==> src/hdl/lpm_cfg.svh <==
/*
  Constants of the low-power mode controller: register offsets, field
  positions, reset values and timing counts.
  Assumes a 20 MHz controller clock and a byte-addressed register port.
*/
`ifndef LPM_CFG_SVH
`define LPM_CFG_SVH

// Register offsets (byte addresses)
`define LPM_OFS_CTRL 8'h00
`define LPM_OFS_FREQ 8'h04
`define LPM_OFS_STAT 8'h08
`define LPM_OFS_IRQ_STAT 8'h0c
`define LPM_OFS_IRQ_MASK 8'h10
`define LPM_OFS_WAKE_EN 8'h14

// Control field positions
`define LPM_CTRL_MODE_LSB 0
`define LPM_CTRL_RANGE_LSB 4
`define LPM_CTRL_RTC_BIT 6
`define LPM_CTRL_GO_BIT 7
`define LPM_CTRL_SRC_LSB 8
`define LPM_CTRL_MSI_LSB 12
`define LPM_CTRL_REF_BIT 15

// Reset values
`define LPM_CTRL_RESET 32'h0000_5010
`define LPM_MASK_RESET 8'h00
`define LPM_FREQ_RESET 32'd2100
`define LPM_WAKE_EN_RESET 5'h1f

// Frequency limits in kHz
`define LPM_R1_MAX_KHZ 32'd32000
`define LPM_R2_MAX_KHZ 32'd16000
`define LPM_R3_MAX_KHZ 32'd4200
`define LPM_R1_WS_KHZ 32'd16000
`define LPM_R2_WS_KHZ 32'd8000
`define LPM_R3_WS_KHZ 32'd2100
`define LPM_LPRUN_MAX_KHZ 32'd131

// Timing
`define LPM_CLK_KHZ 20000
`define LPM_STEP_GAP_NS 5000
`define LPM_STEP_GAP_CYC ((`LPM_STEP_GAP_NS * `LPM_CLK_KHZ + 999999) / 1000000)
`define LPM_STOP_WAKE_NS 8000
`define LPM_STOP_WAKE_CYC ((`LPM_STOP_WAKE_NS * `LPM_CLK_KHZ) / 1000000)
`define LPM_STBY_WAKE_NS 60000
`define LPM_STBY_WAKE_CYC ((`LPM_STBY_WAKE_NS * `LPM_CLK_KHZ) / 1000000)
`define LPM_REG_SETTLE_CYC 4

`endif

==> src/hdl/lpm_pkg.sv <==
/*
  Types of the low-power mode controller.
  Assumes lpm_cfg.svh is included beside it.
*/
`default_nettype none
package lpm_pkg;
  // Requested low-power mode
  typedef enum logic [2:0] {
    MODE_RUN, MODE_SLEEP, MODE_LPRUN, MODE_LPSLEEP, MODE_STOP, MODE_STANDBY
  } lp_mode_t;
  // Sequencer state
  typedef enum logic [2:0] {
    ST_RUN, ST_HALT, ST_LOWER, ST_IDLE, ST_RESTORE, ST_CLKON
  } seq_state_t;
  // CPU clock source
  typedef enum logic [1:0] {
    SRC_MSI, SRC_FAST_INT, SRC_FAST_XTAL, SRC_PLL
  } clk_src_t;
endpackage
`default_nettype wire

==> src/hdl/low_power_mode_controller.sv <==
/*
  Low-power mode controller: voltage range and clock limits, flash wait
  states, frequency-step pacing, and sequencing of sleep, low-power run,
  low-power sleep, stop and standby with wakeup collection.
  Assumes a 20 MHz clock, a synchronous register port, and that event
  inputs are asynchronous and pass two flip-flops before use.
*/
// Our own choices: strobed register access and the address map.
// Behaviour
// CPU clock capped at 32/16/4 MHz per range
// Range three runs only from multispeed oscillator
// Wait state chosen from range and frequency
// Software steps under 4x, 5 us apart
// Sleep halts CPU only, any interrupt wakes
// Low-power run needs slow multispeed, regulator low
// Low-power sleep wakes to run, regulator full
// Stop with clock: fast oscillators off, slow on
// Event lines, detector, comparators wake stop in 8 us
// Clock-domain events also wake stop with clock
// Stop without clock: all off, fewer sources
// Standby: regulator off, core unpowered, retention only
// Standby with clock: pins, watchdog, clock events exit
// Standby without clock: reset pin or wake pin
// Clock and watchdog sources survive stop/standby
// Regulator down after halt, up before clocks
`timescale 1ns/1ps
`default_nettype none
`include "lpm_cfg.svh"

module low_power_mode_controller
  import lpm_pkg::*;
#(
  parameter int STBY_WAKE_CYC = `LPM_STBY_WAKE_CYC
) (
  input wire logic clock_i,
  input wire logic rst_i,
  input wire logic [7:0] addr_i,
  input wire logic [31:0] wdata_i,
  input wire logic write_i,
  input wire logic read_i,
  output logic [31:0] rdata_o,
  output logic irq_o,
  input wire logic cpu_sleeping_i,
  input wire logic cpu_irq_i,
  input wire logic [15:0] external_event_line_i,
  input wire logic voltage_detector_out_i,
  input wire logic [1:0] comparator_event_i,
  input wire logic usb_wakeup_i,
  input wire logic [4:0] clock_domain_event_i,
  input wire logic [1:0] standby_wake_pin_i,
  input wire logic external_reset_pin_n_i,
  input wire logic independent_watchdog_reset_i,
  output logic cpu_clock_en_o,
  output logic periph_clock_en_o,
  output logic regulator_low_o,
  output logic regulator_off_o,
  output logic core_power_off_o,
  output logic multispeed_internal_osc_en_o,
  output logic fast_internal_osc_en_o,
  output logic fast_crystal_osc_en_o,
  output logic pll_en_o,
  output logic slow_internal_osc_en_o,
  output logic slow_crystal_osc_en_o,
  output logic [1:0] cpu_clk_src_o,
  output logic flash_wait_state_o,
  output logic standby_exit_o
);

  // Number of synchronised event inputs
  localparam int NEV = 30;
  // Control register image after reset
  localparam logic [31:0] CTRL_RST = `LPM_CTRL_RESET;

  // Control register fields
  logic [2:0] mode_req;
  logic [1:0] range;
  logic rtc_on;
  logic [1:0] src_req;
  logic [2:0] msi_range;
  logic vref_on;
  logic [31:0] freq_khz;
  logic [4:0] wake_en;
  logic [7:0] irq_stat;
  logic [7:0] irq_mask;
  // Sequencer
  seq_state_t state;
  lp_mode_t mode_act;
  logic [11:0] wait_cnt;
  logic [11:0] gap_cnt;
  // Event synchronisers
  logic [NEV-1:0] ev_meta;
  logic [NEV-1:0] ev_sync;
  logic [1:0] pin_last;
  logic [NEV-1:0] ev_raw;
  // Decoded events
  logic wake_stop;
  logic wake_stby;
  logic step_bad;
  logic freq_ok;
  logic wr_ctrl;
  logic wr_freq;
  logic [7:0] events;

  assign ev_raw = {~external_reset_pin_n_i, independent_watchdog_reset_i,
                   standby_wake_pin_i, clock_domain_event_i, usb_wakeup_i,
                   comparator_event_i, voltage_detector_out_i,
                   cpu_irq_i, external_event_line_i};

  // Two-flop synchroniser for every outside event
  always_ff @(posedge clock_i) begin
    if (rst_i) begin
      ev_meta <= '0;
      ev_sync <= '0;
      pin_last <= '0;
    end else begin
      ev_meta <= ev_raw;
      ev_sync <= ev_meta;
      pin_last <= ev_sync[27:26];
    end
  end

  // Wake sources for stop mode
  always_comb begin
    // event lines, detector, comparators
    wake_stop = |ev_sync[15:0] | ev_sync[17] |
                (vref_on & |ev_sync[19:18]);
    // USB wakeup in either stop flavour
    wake_stop = wake_stop | ev_sync[20];
    // clock-domain events with clock kept
    if (rtc_on) begin
      wake_stop = wake_stop | |(ev_sync[25:21] & wake_en);
    end
  end

  // Wake sources for standby mode
  always_comb begin
    // reset pin or rising wake pin
    wake_stby = ev_sync[29] | |(ev_sync[27:26] & ~pin_last);
    // watchdog and clock events with clock kept
    if (rtc_on) begin
      wake_stby = wake_stby | ev_sync[28] | |ev_sync[25:21];
    end
  end

  // Frequency checks on a software write
  always_comb begin
    // per-range ceiling
    unique case (range)
      2'd1: freq_ok = wdata_i <= `LPM_R1_MAX_KHZ;
      2'd2: freq_ok = wdata_i <= `LPM_R2_MAX_KHZ;
      default: freq_ok = wdata_i <= `LPM_R3_MAX_KHZ;
    endcase
    // step under four times, and spaced
    step_bad = (wdata_i > freq_khz && freq_khz != 32'h0 &&
                wdata_i >= {freq_khz[29:0], 2'b00}) || gap_cnt != 12'h0;
  end

  assign wr_ctrl = write_i && addr_i == `LPM_OFS_CTRL;
  assign wr_freq = write_i && addr_i == `LPM_OFS_FREQ;

  // Control register and frequency register
  always_ff @(posedge clock_i) begin
    if (rst_i) begin
      mode_req <= CTRL_RST[`LPM_CTRL_MODE_LSB +: 3];
      range <= CTRL_RST[`LPM_CTRL_RANGE_LSB +: 2];
      rtc_on <= CTRL_RST[`LPM_CTRL_RTC_BIT];
      src_req <= CTRL_RST[`LPM_CTRL_SRC_LSB +: 2];
      msi_range <= CTRL_RST[`LPM_CTRL_MSI_LSB +: 3];
      vref_on <= CTRL_RST[`LPM_CTRL_REF_BIT];
      freq_khz <= `LPM_FREQ_RESET;
      wake_en <= `LPM_WAKE_EN_RESET;
    end else begin
      if (wr_ctrl && state == ST_RUN) begin
        mode_req <= wdata_i[`LPM_CTRL_MODE_LSB +: 3];
        range <= (wdata_i[`LPM_CTRL_RANGE_LSB +: 2] == 2'd0) ? 2'd1 :
                 wdata_i[`LPM_CTRL_RANGE_LSB +: 2];
        rtc_on <= wdata_i[`LPM_CTRL_RTC_BIT];
        src_req <= wdata_i[`LPM_CTRL_SRC_LSB +: 2];
        msi_range <= wdata_i[`LPM_CTRL_MSI_LSB +: 3];
        vref_on <= wdata_i[`LPM_CTRL_REF_BIT];
      end
      // refuse a frequency above the range
      if (wr_freq && freq_ok && !step_bad) begin
        freq_khz <= wdata_i;
      end
      if (write_i && addr_i == `LPM_OFS_WAKE_EN) begin
        wake_en <= wdata_i[4:0];
      end
    end
  end

  // pacing counter between frequency steps
  always_ff @(posedge clock_i) begin
    if (rst_i) begin
      gap_cnt <= 12'h0;
    end else if (wr_freq && freq_ok && !step_bad) begin
      gap_cnt <= 12'(`LPM_STEP_GAP_CYC);
    end else if (gap_cnt != 12'h0) begin
      gap_cnt <= gap_cnt - 12'h1;
    end
  end

  // Mode sequencer
  always_ff @(posedge clock_i) begin
    if (rst_i) begin
      state <= ST_RUN;
      mode_act <= MODE_RUN;
      wait_cnt <= 12'h0;
    end else begin
      unique case (state)
        ST_RUN: begin
          mode_act <= MODE_RUN;
          if (wr_ctrl && wdata_i[`LPM_CTRL_GO_BIT]) begin
            mode_act <= lp_mode_t'(wdata_i[`LPM_CTRL_MODE_LSB +: 3]);
            // low-power run needs slow multispeed
            if (wdata_i[`LPM_CTRL_MODE_LSB +: 3] == 3'(MODE_LPRUN)) begin
              if (src_req == 2'(SRC_MSI) && msi_range <= 3'h1 &&
                  freq_khz <= `LPM_LPRUN_MAX_KHZ) begin
                state <= ST_IDLE;
              end
            end else if (wdata_i[`LPM_CTRL_MODE_LSB +: 3] != 3'h0) begin
              state <= ST_HALT;
            end
          end
        end
        // wait for CPU halt before lowering
        ST_HALT: if (cpu_sleeping_i) begin
          state <= ST_LOWER;
        end
        ST_LOWER: state <= ST_IDLE;
        ST_IDLE: begin
          wait_cnt <= 12'h0;
          unique case (mode_act)
            // any interrupt wakes sleep
            MODE_SLEEP, MODE_LPSLEEP: if (ev_sync[16]) begin
              state <= ST_RESTORE;
            end
            MODE_LPRUN: if (wr_ctrl && !wdata_i[`LPM_CTRL_GO_BIT]) begin
              state <= ST_RESTORE;
            end
            MODE_STOP: if (wake_stop) begin
              state <= ST_RESTORE;
            end
            MODE_STANDBY: if (wake_stby) begin
              state <= ST_RESTORE;
            end
            default: state <= ST_RESTORE;
          endcase
        end
        // regulator restored first, then clocks
        ST_RESTORE: begin
          wait_cnt <= wait_cnt + 12'h1;
          if (wait_cnt >= 12'(`LPM_REG_SETTLE_CYC)) begin
            state <= ST_CLKON;
            wait_cnt <= 12'h0;
          end
        end
        ST_CLKON: begin
          wait_cnt <= wait_cnt + 12'h1;
          // stop exit inside 8 us
          // standby exit inside 60 us
          if (mode_act != MODE_STANDBY ||
              wait_cnt >= 12'(STBY_WAKE_CYC - `LPM_STOP_WAKE_CYC)) begin
            state <= ST_RUN;
          end
        end
      endcase
    end
  end

  // Output stage, all registered
  always_ff @(posedge clock_i) begin
    if (rst_i) begin
      cpu_clock_en_o <= 1'b1;
      periph_clock_en_o <= 1'b1;
      regulator_low_o <= 1'b0;
      regulator_off_o <= 1'b0;
      core_power_off_o <= 1'b0;
      multispeed_internal_osc_en_o <= 1'b1;
      fast_internal_osc_en_o <= 1'b0;
      fast_crystal_osc_en_o <= 1'b0;
      pll_en_o <= 1'b0;
      slow_internal_osc_en_o <= 1'b1;
      slow_crystal_osc_en_o <= 1'b0;
      cpu_clk_src_o <= 2'(SRC_MSI);
      flash_wait_state_o <= 1'b0;
      standby_exit_o <= 1'b0;
    end else begin
      // sleep gates only the CPU clock
      cpu_clock_en_o <= state == ST_RUN ||
                        (state == ST_IDLE && mode_act == MODE_LPRUN);
      periph_clock_en_o <= !(state inside {ST_LOWER, ST_IDLE} &&
                             mode_act inside {MODE_STOP, MODE_STANDBY});
      // regulator low in low-power modes only
      regulator_low_o <= state inside {ST_LOWER, ST_IDLE} &&
                         mode_act != MODE_SLEEP;
      // standby removes core power
      regulator_off_o <= state == ST_IDLE && mode_act == MODE_STANDBY;
      core_power_off_o <= state == ST_IDLE && mode_act == MODE_STANDBY;
      // fast oscillators off in stop and standby
      if (state inside {ST_LOWER, ST_IDLE} &&
          mode_act inside {MODE_STOP, MODE_STANDBY}) begin
        multispeed_internal_osc_en_o <= 1'b0;
        fast_internal_osc_en_o <= 1'b0;
        fast_crystal_osc_en_o <= 1'b0;
        pll_en_o <= 1'b0;
        // slow sources stay with clock kept
        // all off without the clock
        slow_internal_osc_en_o <= rtc_on;
        slow_crystal_osc_en_o <= rtc_on;
      end else if (state inside {ST_RUN, ST_CLKON}) begin
        // range three only on multispeed
        multispeed_internal_osc_en_o <= 1'b1;
        fast_internal_osc_en_o <= range != 2'd3 && src_req != 2'(SRC_MSI);
        fast_crystal_osc_en_o <= range != 2'd3 && src_req == 2'(SRC_FAST_XTAL);
        pll_en_o <= range != 2'd3 && src_req == 2'(SRC_PLL);
        slow_internal_osc_en_o <= 1'b1;
        slow_crystal_osc_en_o <= rtc_on;
        cpu_clk_src_o <= (range == 2'd3) ? 2'(SRC_MSI) : src_req;
      end
      // wait state per range and frequency
      unique case (range)
        2'd1: flash_wait_state_o <= freq_khz > `LPM_R1_WS_KHZ;
        2'd2: flash_wait_state_o <= freq_khz > `LPM_R2_WS_KHZ;
        default: flash_wait_state_o <= freq_khz > `LPM_R3_WS_KHZ;
      endcase
      standby_exit_o <= state == ST_IDLE && mode_act == MODE_STANDBY &&
                        wake_stby;
    end
  end

  assign events = {2'b00, step_bad & wr_freq, ~freq_ok & wr_freq,
                   wake_stby & state == ST_IDLE,
                   wake_stop & state == ST_IDLE,
                   state == ST_CLKON, state == ST_LOWER};

  // Sticky status, write one to clear, set wins
  always_ff @(posedge clock_i) begin
    if (rst_i) begin
      irq_stat <= 8'h00;
      irq_mask <= `LPM_MASK_RESET;
      irq_o <= 1'b0;
    end else begin
      irq_stat <= (irq_stat &
                   ~((write_i && addr_i == `LPM_OFS_IRQ_STAT) ? wdata_i[7:0]
                                                                : 8'h00))
                  | events;
      if (write_i && addr_i == `LPM_OFS_IRQ_MASK) begin
        irq_mask <= wdata_i[7:0];
      end
      irq_o <= |(irq_stat & irq_mask);
    end
  end

  // Read port, data one cycle after the strobe
  always_ff @(posedge clock_i) begin
    if (rst_i) begin
      rdata_o <= 32'h0;
    end else if (read_i) begin
      unique case (addr_i)
        `LPM_OFS_CTRL: rdata_o <= {16'h0, vref_on, msi_range, 2'b00,
                                   src_req, 1'b0, rtc_on, range, 1'b0,
                                   mode_req};
        `LPM_OFS_FREQ: rdata_o <= freq_khz;
        `LPM_OFS_STAT: rdata_o <= {25'h0, flash_wait_state_o,
                                   1'(mode_act != MODE_RUN), 2'b00,
                                   state};
        `LPM_OFS_IRQ_STAT: rdata_o <= {24'h0, irq_stat};
        `LPM_OFS_IRQ_MASK: rdata_o <= {24'h0, irq_mask};
        `LPM_OFS_WAKE_EN: rdata_o <= {27'h0, wake_en};
        default: rdata_o <= 32'h0;
      endcase
    end else begin
      rdata_o <= 32'h0;
    end
  end

endmodule // low_power_mode_controller

`default_nettype wire

==> config.mk <==
export PLATFORM = sky130hd
export DESIGN_NAME = low_power_mode_controller
export DESIGN_NICKNAME = d
export VERILOG_FILES = /design/src/hdl/lpm_pkg.sv /design/src/hdl/low_power_mode_controller.sv
export VERILOG_INCLUDE_DIRS = /design/src /design/src/hdl
export SDC_FILE = /design/constraint.sdc
export NUM_CORES = 1
export LEC_CHECK = 0
export BUFFER_PORTS_ARGS = -buffer_cell sky130_fd_sc_hd__buf_2
export CORE_ASPECT_RATIO = 1.4
export CORE_UTILIZATION = 30
export CTS_CLUSTER_SIZE = 20
export DETAILED_ROUTE_END_ITERATION = 10
export PLACE_DENSITY = 0.46
export SLEW_MARGIN = 10
export SYNTH_ARGS = -nofsm -noshare
export SYNTH_HDL_FRONTEND = slang
export SYNTH_SLANG_ARGS = --single-unit
==> constraint.sdc <==
create_clock -name clock_i -period 7 [get_ports clock_i]
set_clock_uncertainty 0.15 [all_clocks]
set_input_delay 0 -clock clock_i [delete_from_list [all_inputs] [get_ports clock_i]]
set_output_delay 0 -clock clock_i [all_outputs]
set_load 0.1 [all_outputs]
==> results of run 1 <==
path summary, 6_finish.rpt:
| path | from | to | cells after the start |
|---|---|---|---|
| max reg2reg | freq_khz[3]$_SDFFE_PP0P_ | freq_khz[11]$_SDFFE_PP1P_ | 10 |
| min | cpu_sleeping_i | state[2]$_SDFFE_PP0P_ | 7 |
| max | freq_khz[3]$_SDFFE_PP0P_ | freq_khz[11]$_SDFFE_PP1P_ | 10 |
| min reg2reg | ev_meta[4]$_SDFF_PP0_ | ev_sync[4]$_SDFF_PP0_ | 1 |
power breakdown:
| part | switching (mW) | leakage (nW) | total, mW | internal (mW) |
|---|---|---|---|---|
| Combinational | 0.225 | 2.73 | 0.401 | 0.176 |
| Clock | 0.494 | 0.423 | 1.38 | 0.886 |
| Sequential | 0.0336 | 1.66 | 1.24 | 1.21 |
synthesized netlist by cell type (7+ instances only):
library cell / number
a21o_1: 11
a21oi_1: 52
a22oi_1: 14
and2_1: 21
and3_1: 8
and4_1: 7
clkbuf_1: 29
dfxtp_1: 204
ha_1: 70
inv_1: 51
mux2i_1: 38
nand2_1: 96
nand2b_1: 7
nand3_1: 32
nand4_1: 20
nor2_1: 79
nor2b_1: 69
nor3_1: 42
nor4_1: 22
o211ai_1: 9
o21ai_0: 19
or3_1: 8
xnor2_1: 8
xor2_1: 11
state kept, by name, indices dropped and copies added (netlist names), 5 cells and up:
signal,cells
irq_mask,8
rdata_o,32
wake_en,5
freq_khz,32
ev_meta,30
irq_stat,8
wait_cnt,12
gap_cnt,12
ev_sync,30
layer usage:
metal  vias to the layer above  track usage [%]  wire length [um]
met5                         -                0                 0
met4                         0             7.57               932
met3                        46             2.59              1060
met2                       167             32.0             13900
met1                      3650             17.9             10700
li1                       3974                -                 -
per-stage QoR:
step / util, % / cells
2_1_floorplan: - / 1029
3_3_place_gp: 33.4 / 1496
6_report: 38.5 / 1607
4_1_cts: 38.5 / 1607
5_1_grt: 38.5 / 1607
3_5_place_dp: 33.4 / 1496
worst register-to-register path: cells and delay by family (launching register included):
kind                     cells  cell delay (ns)
AO/OA/AOI/OAI                6             2.27
buffers and inverters        2             0.64
flip-flops                   1             0.34
adder cells (fa/ha/maj)      1             0.30
multiplexers                 1             0.27
cell type report:
type                       instances  area, um^2
multi-input combinational        726        4940
clock inverter                    11         249
fill                            3137       19000
timing repair buffer             195        1340
clock buffer                      29         618
inverter                          52         195
sequential                       204        4080
tap                              390         488
kinds of logic after synthesis:
family,count (synthesis),share of synthesized area (%)
muxes,43,5.24
DFF,204,43.1
and+or+nand+nor,438,24.2
xor gates and xnor gates,19,1.75
AOI/OAI and AO/OA,156,11.7
adders and majority gates,70,9.24
buffers and inverters,99,4.88
timing repair:
item | CTS | global route
endpoints found under the hold margin | 119 | 0
endpoints found under the setup margin | 0 | 0
hold buffers | 71 | 0
==> out/summary.txt, run 1 <==
antenna-violating nets left: 0
Core Region: 30,900 um^2
DRT Pass-1 Iters: 8
Final Hold Fails: 0
post-route minimum period: 4.04 ns
PD cells: 254 nW/um^2
total CTS buffers: 23
CTS tree: yes
CP arrival: 4.36 ns
Crit path buffers/inverters: 2
sequential fraction of the synthesis area: 43.1%
Startpoint Class: flop
syn_nets: 1,174
CTS H-tree lvls: 1
HP Class: in2reg
RSZ-0062 raised after global routing: no
final setup vio count: 0
crit path max-delay cell type: a221oi_4
final instance area: 11,900 um^2
layout cell share with drive strength beyond 1: 15.0%
first-pass GRT wire length: 42.1 mm
final worst-path cycle share: 57.7%
Die Y: 212 um
post-CTS setup repair buffer count: 0
post_cts resized: 0
worst-margin pin slew: 1.14 ns
ant diodes: 0
IR Drop Worst-Case VDD: 0.000155 V
DP HPWL: 19.5 mm
WL final: 26.7 mm
Area after DPL: 10,300 um^2
GRT Residual Overflow: 0
clock latency on the worst-skew pair: 0.54 ns
static leakage: 4.82 nW
IO Pins: 123
Synth async-reset ratio: 0%
failing checks: DRC
largest net degree at the start of global routing: 101
mapped cell area: 9480 um^2
Worst-path clk slew: 0.06 ns
Post-synth EDFFs: 0
initial core utilization: 30.7%
initial antenna violation count: 0
Core Rows: 76
Synth Register Bits: 204
Yosys top cell area share: 43.1%
max frequency: 0.248 GHz
vias in the first global route: 7,922
Max Cap Viol: 0
commonest non-fill, non-tap cells in the layout: dfxtp_1 (204), buf_2 (121), nand2_1 (96)
Final Max Slew Viols: 0
Worst setup EP type: flop
Fin Hold WS: 0.0287 ns
Bufs on Longest Clock Path: 3
Worst slew margin: 23.9%
most common cell after layout, fill and taps aside: dfxtp_1
WP data required: 7.33 ns
Initial DRC Count: 269
I/O Buffers: 122
CP cell instances: inv_1 -> ha_1 -> a21o_1 -> a21o_1 -> a221o_1 -> a2111oi_4 -> o2111ai_2 -> a221oi_4 -> mux2i_1 -> dlygate4sd3_1
routability cong.: 0.817
WS Path Type: reg2reg
nets: 1,347
post-synth cell types: 78
global-route usage over all layers: 16.7%
Layout area overhead: 25.6%
CTS Sinks: 204
largest area contributor in the netlist: dfxtp_1
die width: 152 um
Place WS: 3.49 ns
Cells after Synth: 1,029
vias per cell: 4.88
FF-to-FF setup slack: 2.96 ns
drt drc: 9
largest cells by area after synthesis: dfxtp_1 (43%), ha_1 (9.2%), nor2b_1 (4.6%)
Tot Pwr: 3.02 mW
Main synth FF type: dfxtp_1
crit-path leading delay family: compound AO/OA/AOI/OAI gates
Via Count: 7,837
setup TNS: 0 ns
worst-path maximum fanout: 15
Syn. warnings: 0
Critical Path Max Stage Delay: 0.99 ns
outcome: finished, violations left
Root Driver: clkbuf_16
Mean Syn Cell Area: 9.22 um^2
Final WS setup: 2.96 ns
Worst path most repeated cell: a21o_1
die area: 32,300 um^2
routed len/inst: 16.6 um
(Power assumes the default switching activity.)
==> run 2: changes to the inputs <==
- PLACE_DENSITY: 0.46 -> 0.48
- clock period: 7 -> 3.65 ns (I/O delays scaled with it)
==> out/summary.txt, run 2 (same netlist as run 1, synthesis figures left out) <==
outcome: finished, violations left
failing checks: DRC
antenna-violating nets left: 0
final worst-path cycle share: 85.0%
post-route minimum period: 3.10 ns
Initial DRC Count: 279
RSZ-0062 raised after global routing: no
final instance area: 12,100 um^2
commonest non-fill, non-tap cells in the layout: dfxtp_1 (204), buf_2 (121), nand2_1 (96)
Via Count: 7,909
IR Drop Worst-Case VDD: 0.000326 V
most common cell after layout, fill and taps aside: dfxtp_1
worst-path maximum fanout: 15
CTS H-tree lvls: 1
ant diodes: 0
Root Driver: clkbuf_16
grt met2 use: 31.4%
Final Max Slew Viols: 0
Area after DPL: 10,400 um^2
max frequency: 0.322 GHz
initial antenna violation count: 1
first-pass GRT wire length: 42.1 mm
Register-to-Register Path Depth: 10
CTS tree: yes
hold path startpoint: addr_i[3]
Bufs on Longest Clock Path: 3
reg2reg start: freq_khz[3]$_SDFFE_PP0P_
filler instances: 3,096
GRT Residual Overflow: 0
WL final: 26.7 mm
met3 Use GR: 2.53%
FF-to-FF setup slack: 0.55 ns
PD cells: 480 nW/um^2
global-route usage over all layers: 16.7%
Core Rows: 76
Worst slew margin: 45.4%
largest net degree at the start of global routing: 60
met1 Resource Use GR: 18.0%
WHS Path Cells: 4
Final WS setup: 0.547 ns
Worst-path clk slew: 0.06 ns
layout cell share with drive strength beyond 1: 15.9%
WP data required: 3.95 ns
Place WS: 0.572 ns
Worst setup EP type: flop
Hold EP: rdata_o[7]$_SDFF_PP0_
Final Hold Fails: 0
Fin Hold WS: 0.0288 ns
static leakage: 4.94 nW
die area: 32,300 um^2
WS Path Type: reg2reg
setup TNS: 0 ns
Startpoint Class: flop
nets: 1,369
vias in the first global route: 7,791
vias per cell: 4.85
HP Class: in2reg
clock latency on the worst-skew pair: 0.53 ns
hold-fix buffers at CTS: 84
Core Region: 30,900 um^2
routed len/inst: 16.4 um
total CTS buffers: 22
routability cong.: 0.803
CTS Sinks: 204
Die Y: 212 um
DRT Pass-1 Iters: 7
drt drc: 6
Max Cap Viol: 0
I/O Buffers: 122
DP HPWL: 19.6 mm
IO Pins: 123
top flop regs: freq_khz: 32 flops, rdata_o: 32 flops
CP arrival: 3.40 ns
initial core utilization: 30.7%
Most Used Layer, Global Route: met2
die width: 152 um
post-CTS setup repair buffer count: 0
post_cts resized: 0
worst-margin pin slew: 0.813 ns
reg2reg end: freq_khz[14]$_SDFFE_PP0P_
final setup vio count: 0
Layout area overhead: 27.8%
[run 2: cell types whose count changed in the layout (fill, tap and decap cells not counted)]
cell and change:
clkinv_4 +4, clkinv_8 +1, dlygate4sd3_1 +13, inv_16 -1
buf_4 +10, clkinv_2 -1, inv_8 +2, clkbuf_16 -1
clkbuf_1 -4
[run 2: metal layers]
metal,routed length [um],up-vias
met5,10,-
met3,1050,61
met2,13800,164
li1,-,4033
met1,10600,3649
met4,1190,2
[run 2: area by class of cell]
cell class	instances	area (um^2)	share of cell area, %
tap	390	488	4.03
clock buffer	24	578	4.77
multi-input combinational	726	4940	40.7
inverter	52	195	1.61
sequential	204	4080	33.7
timing repair buffer	218	1540	12.7
clock inverter	16	298	2.46
[run 2: worst max-delay path: stages (launching register included)]
cell       delay [ns]
dfxtp_1          0.35
inv_1            0.11
ha_1             0.31
a21o_1           0.19
a21o_1           0.17
a221o_1          0.38
a2111oi_4        0.34
o2111ai_2        0.19
a221oi_4         0.31
buf_4            0.32
mux2i_1          0.21
[run 2: how the worst max path moves through the flow]
stage / start / endpoint / cells after the start
finish: freq_khz[3]$_SDFFE_PP0P_ / freq_khz[14]$_SDFFE_PP0P_ / 10
global route: freq_khz[3]$_SDFFE_PP0P_ / freq_khz[3]$_SDFFE_PP0P_ / 10
CTS: freq_khz[3]$_SDFFE_PP0P_ / freq_khz[14]$_SDFFE_PP0P_ / 10
detailed placement: freq_khz[3]$_SDFFE_PP0P_ / freq_khz[2]$_SDFFE_PP1P_ / 10
global placement: freq_khz[3]$_SDFFE_PP0P_ / freq_khz[14]$_SDFFE_PP0P_ / 10
floorplan: freq_khz[3]$_SDFFE_PP0P_ / freq_khz[10]$_SDFFE_PP0P_ / 10
[run 2: per-stage QoR]
| stage | total power, mW | util (%) | cells |
|---|---|---|---|
| after global routing | 6.09 | 39.2 | 1630 |
| after CTS | 5.90 | 39.2 | 1630 |
| after detailed placement | 3.15 | 33.7 | 1506 |
| after global placement | 3.15 | 33.7 | 1506 |
| final | 5.82 | 39.2 | 1630 |
| after floorplan | 2.95 | - | 1029 |
[run 2: where the power goes]
part	leakage [nW]	internal, mW	switching, mW
registers	1.66	2.31	0.0636
logic	2.85	0.347	0.438
clock network	0.428	1.67	0.991
total	4.94	4.33	1.49
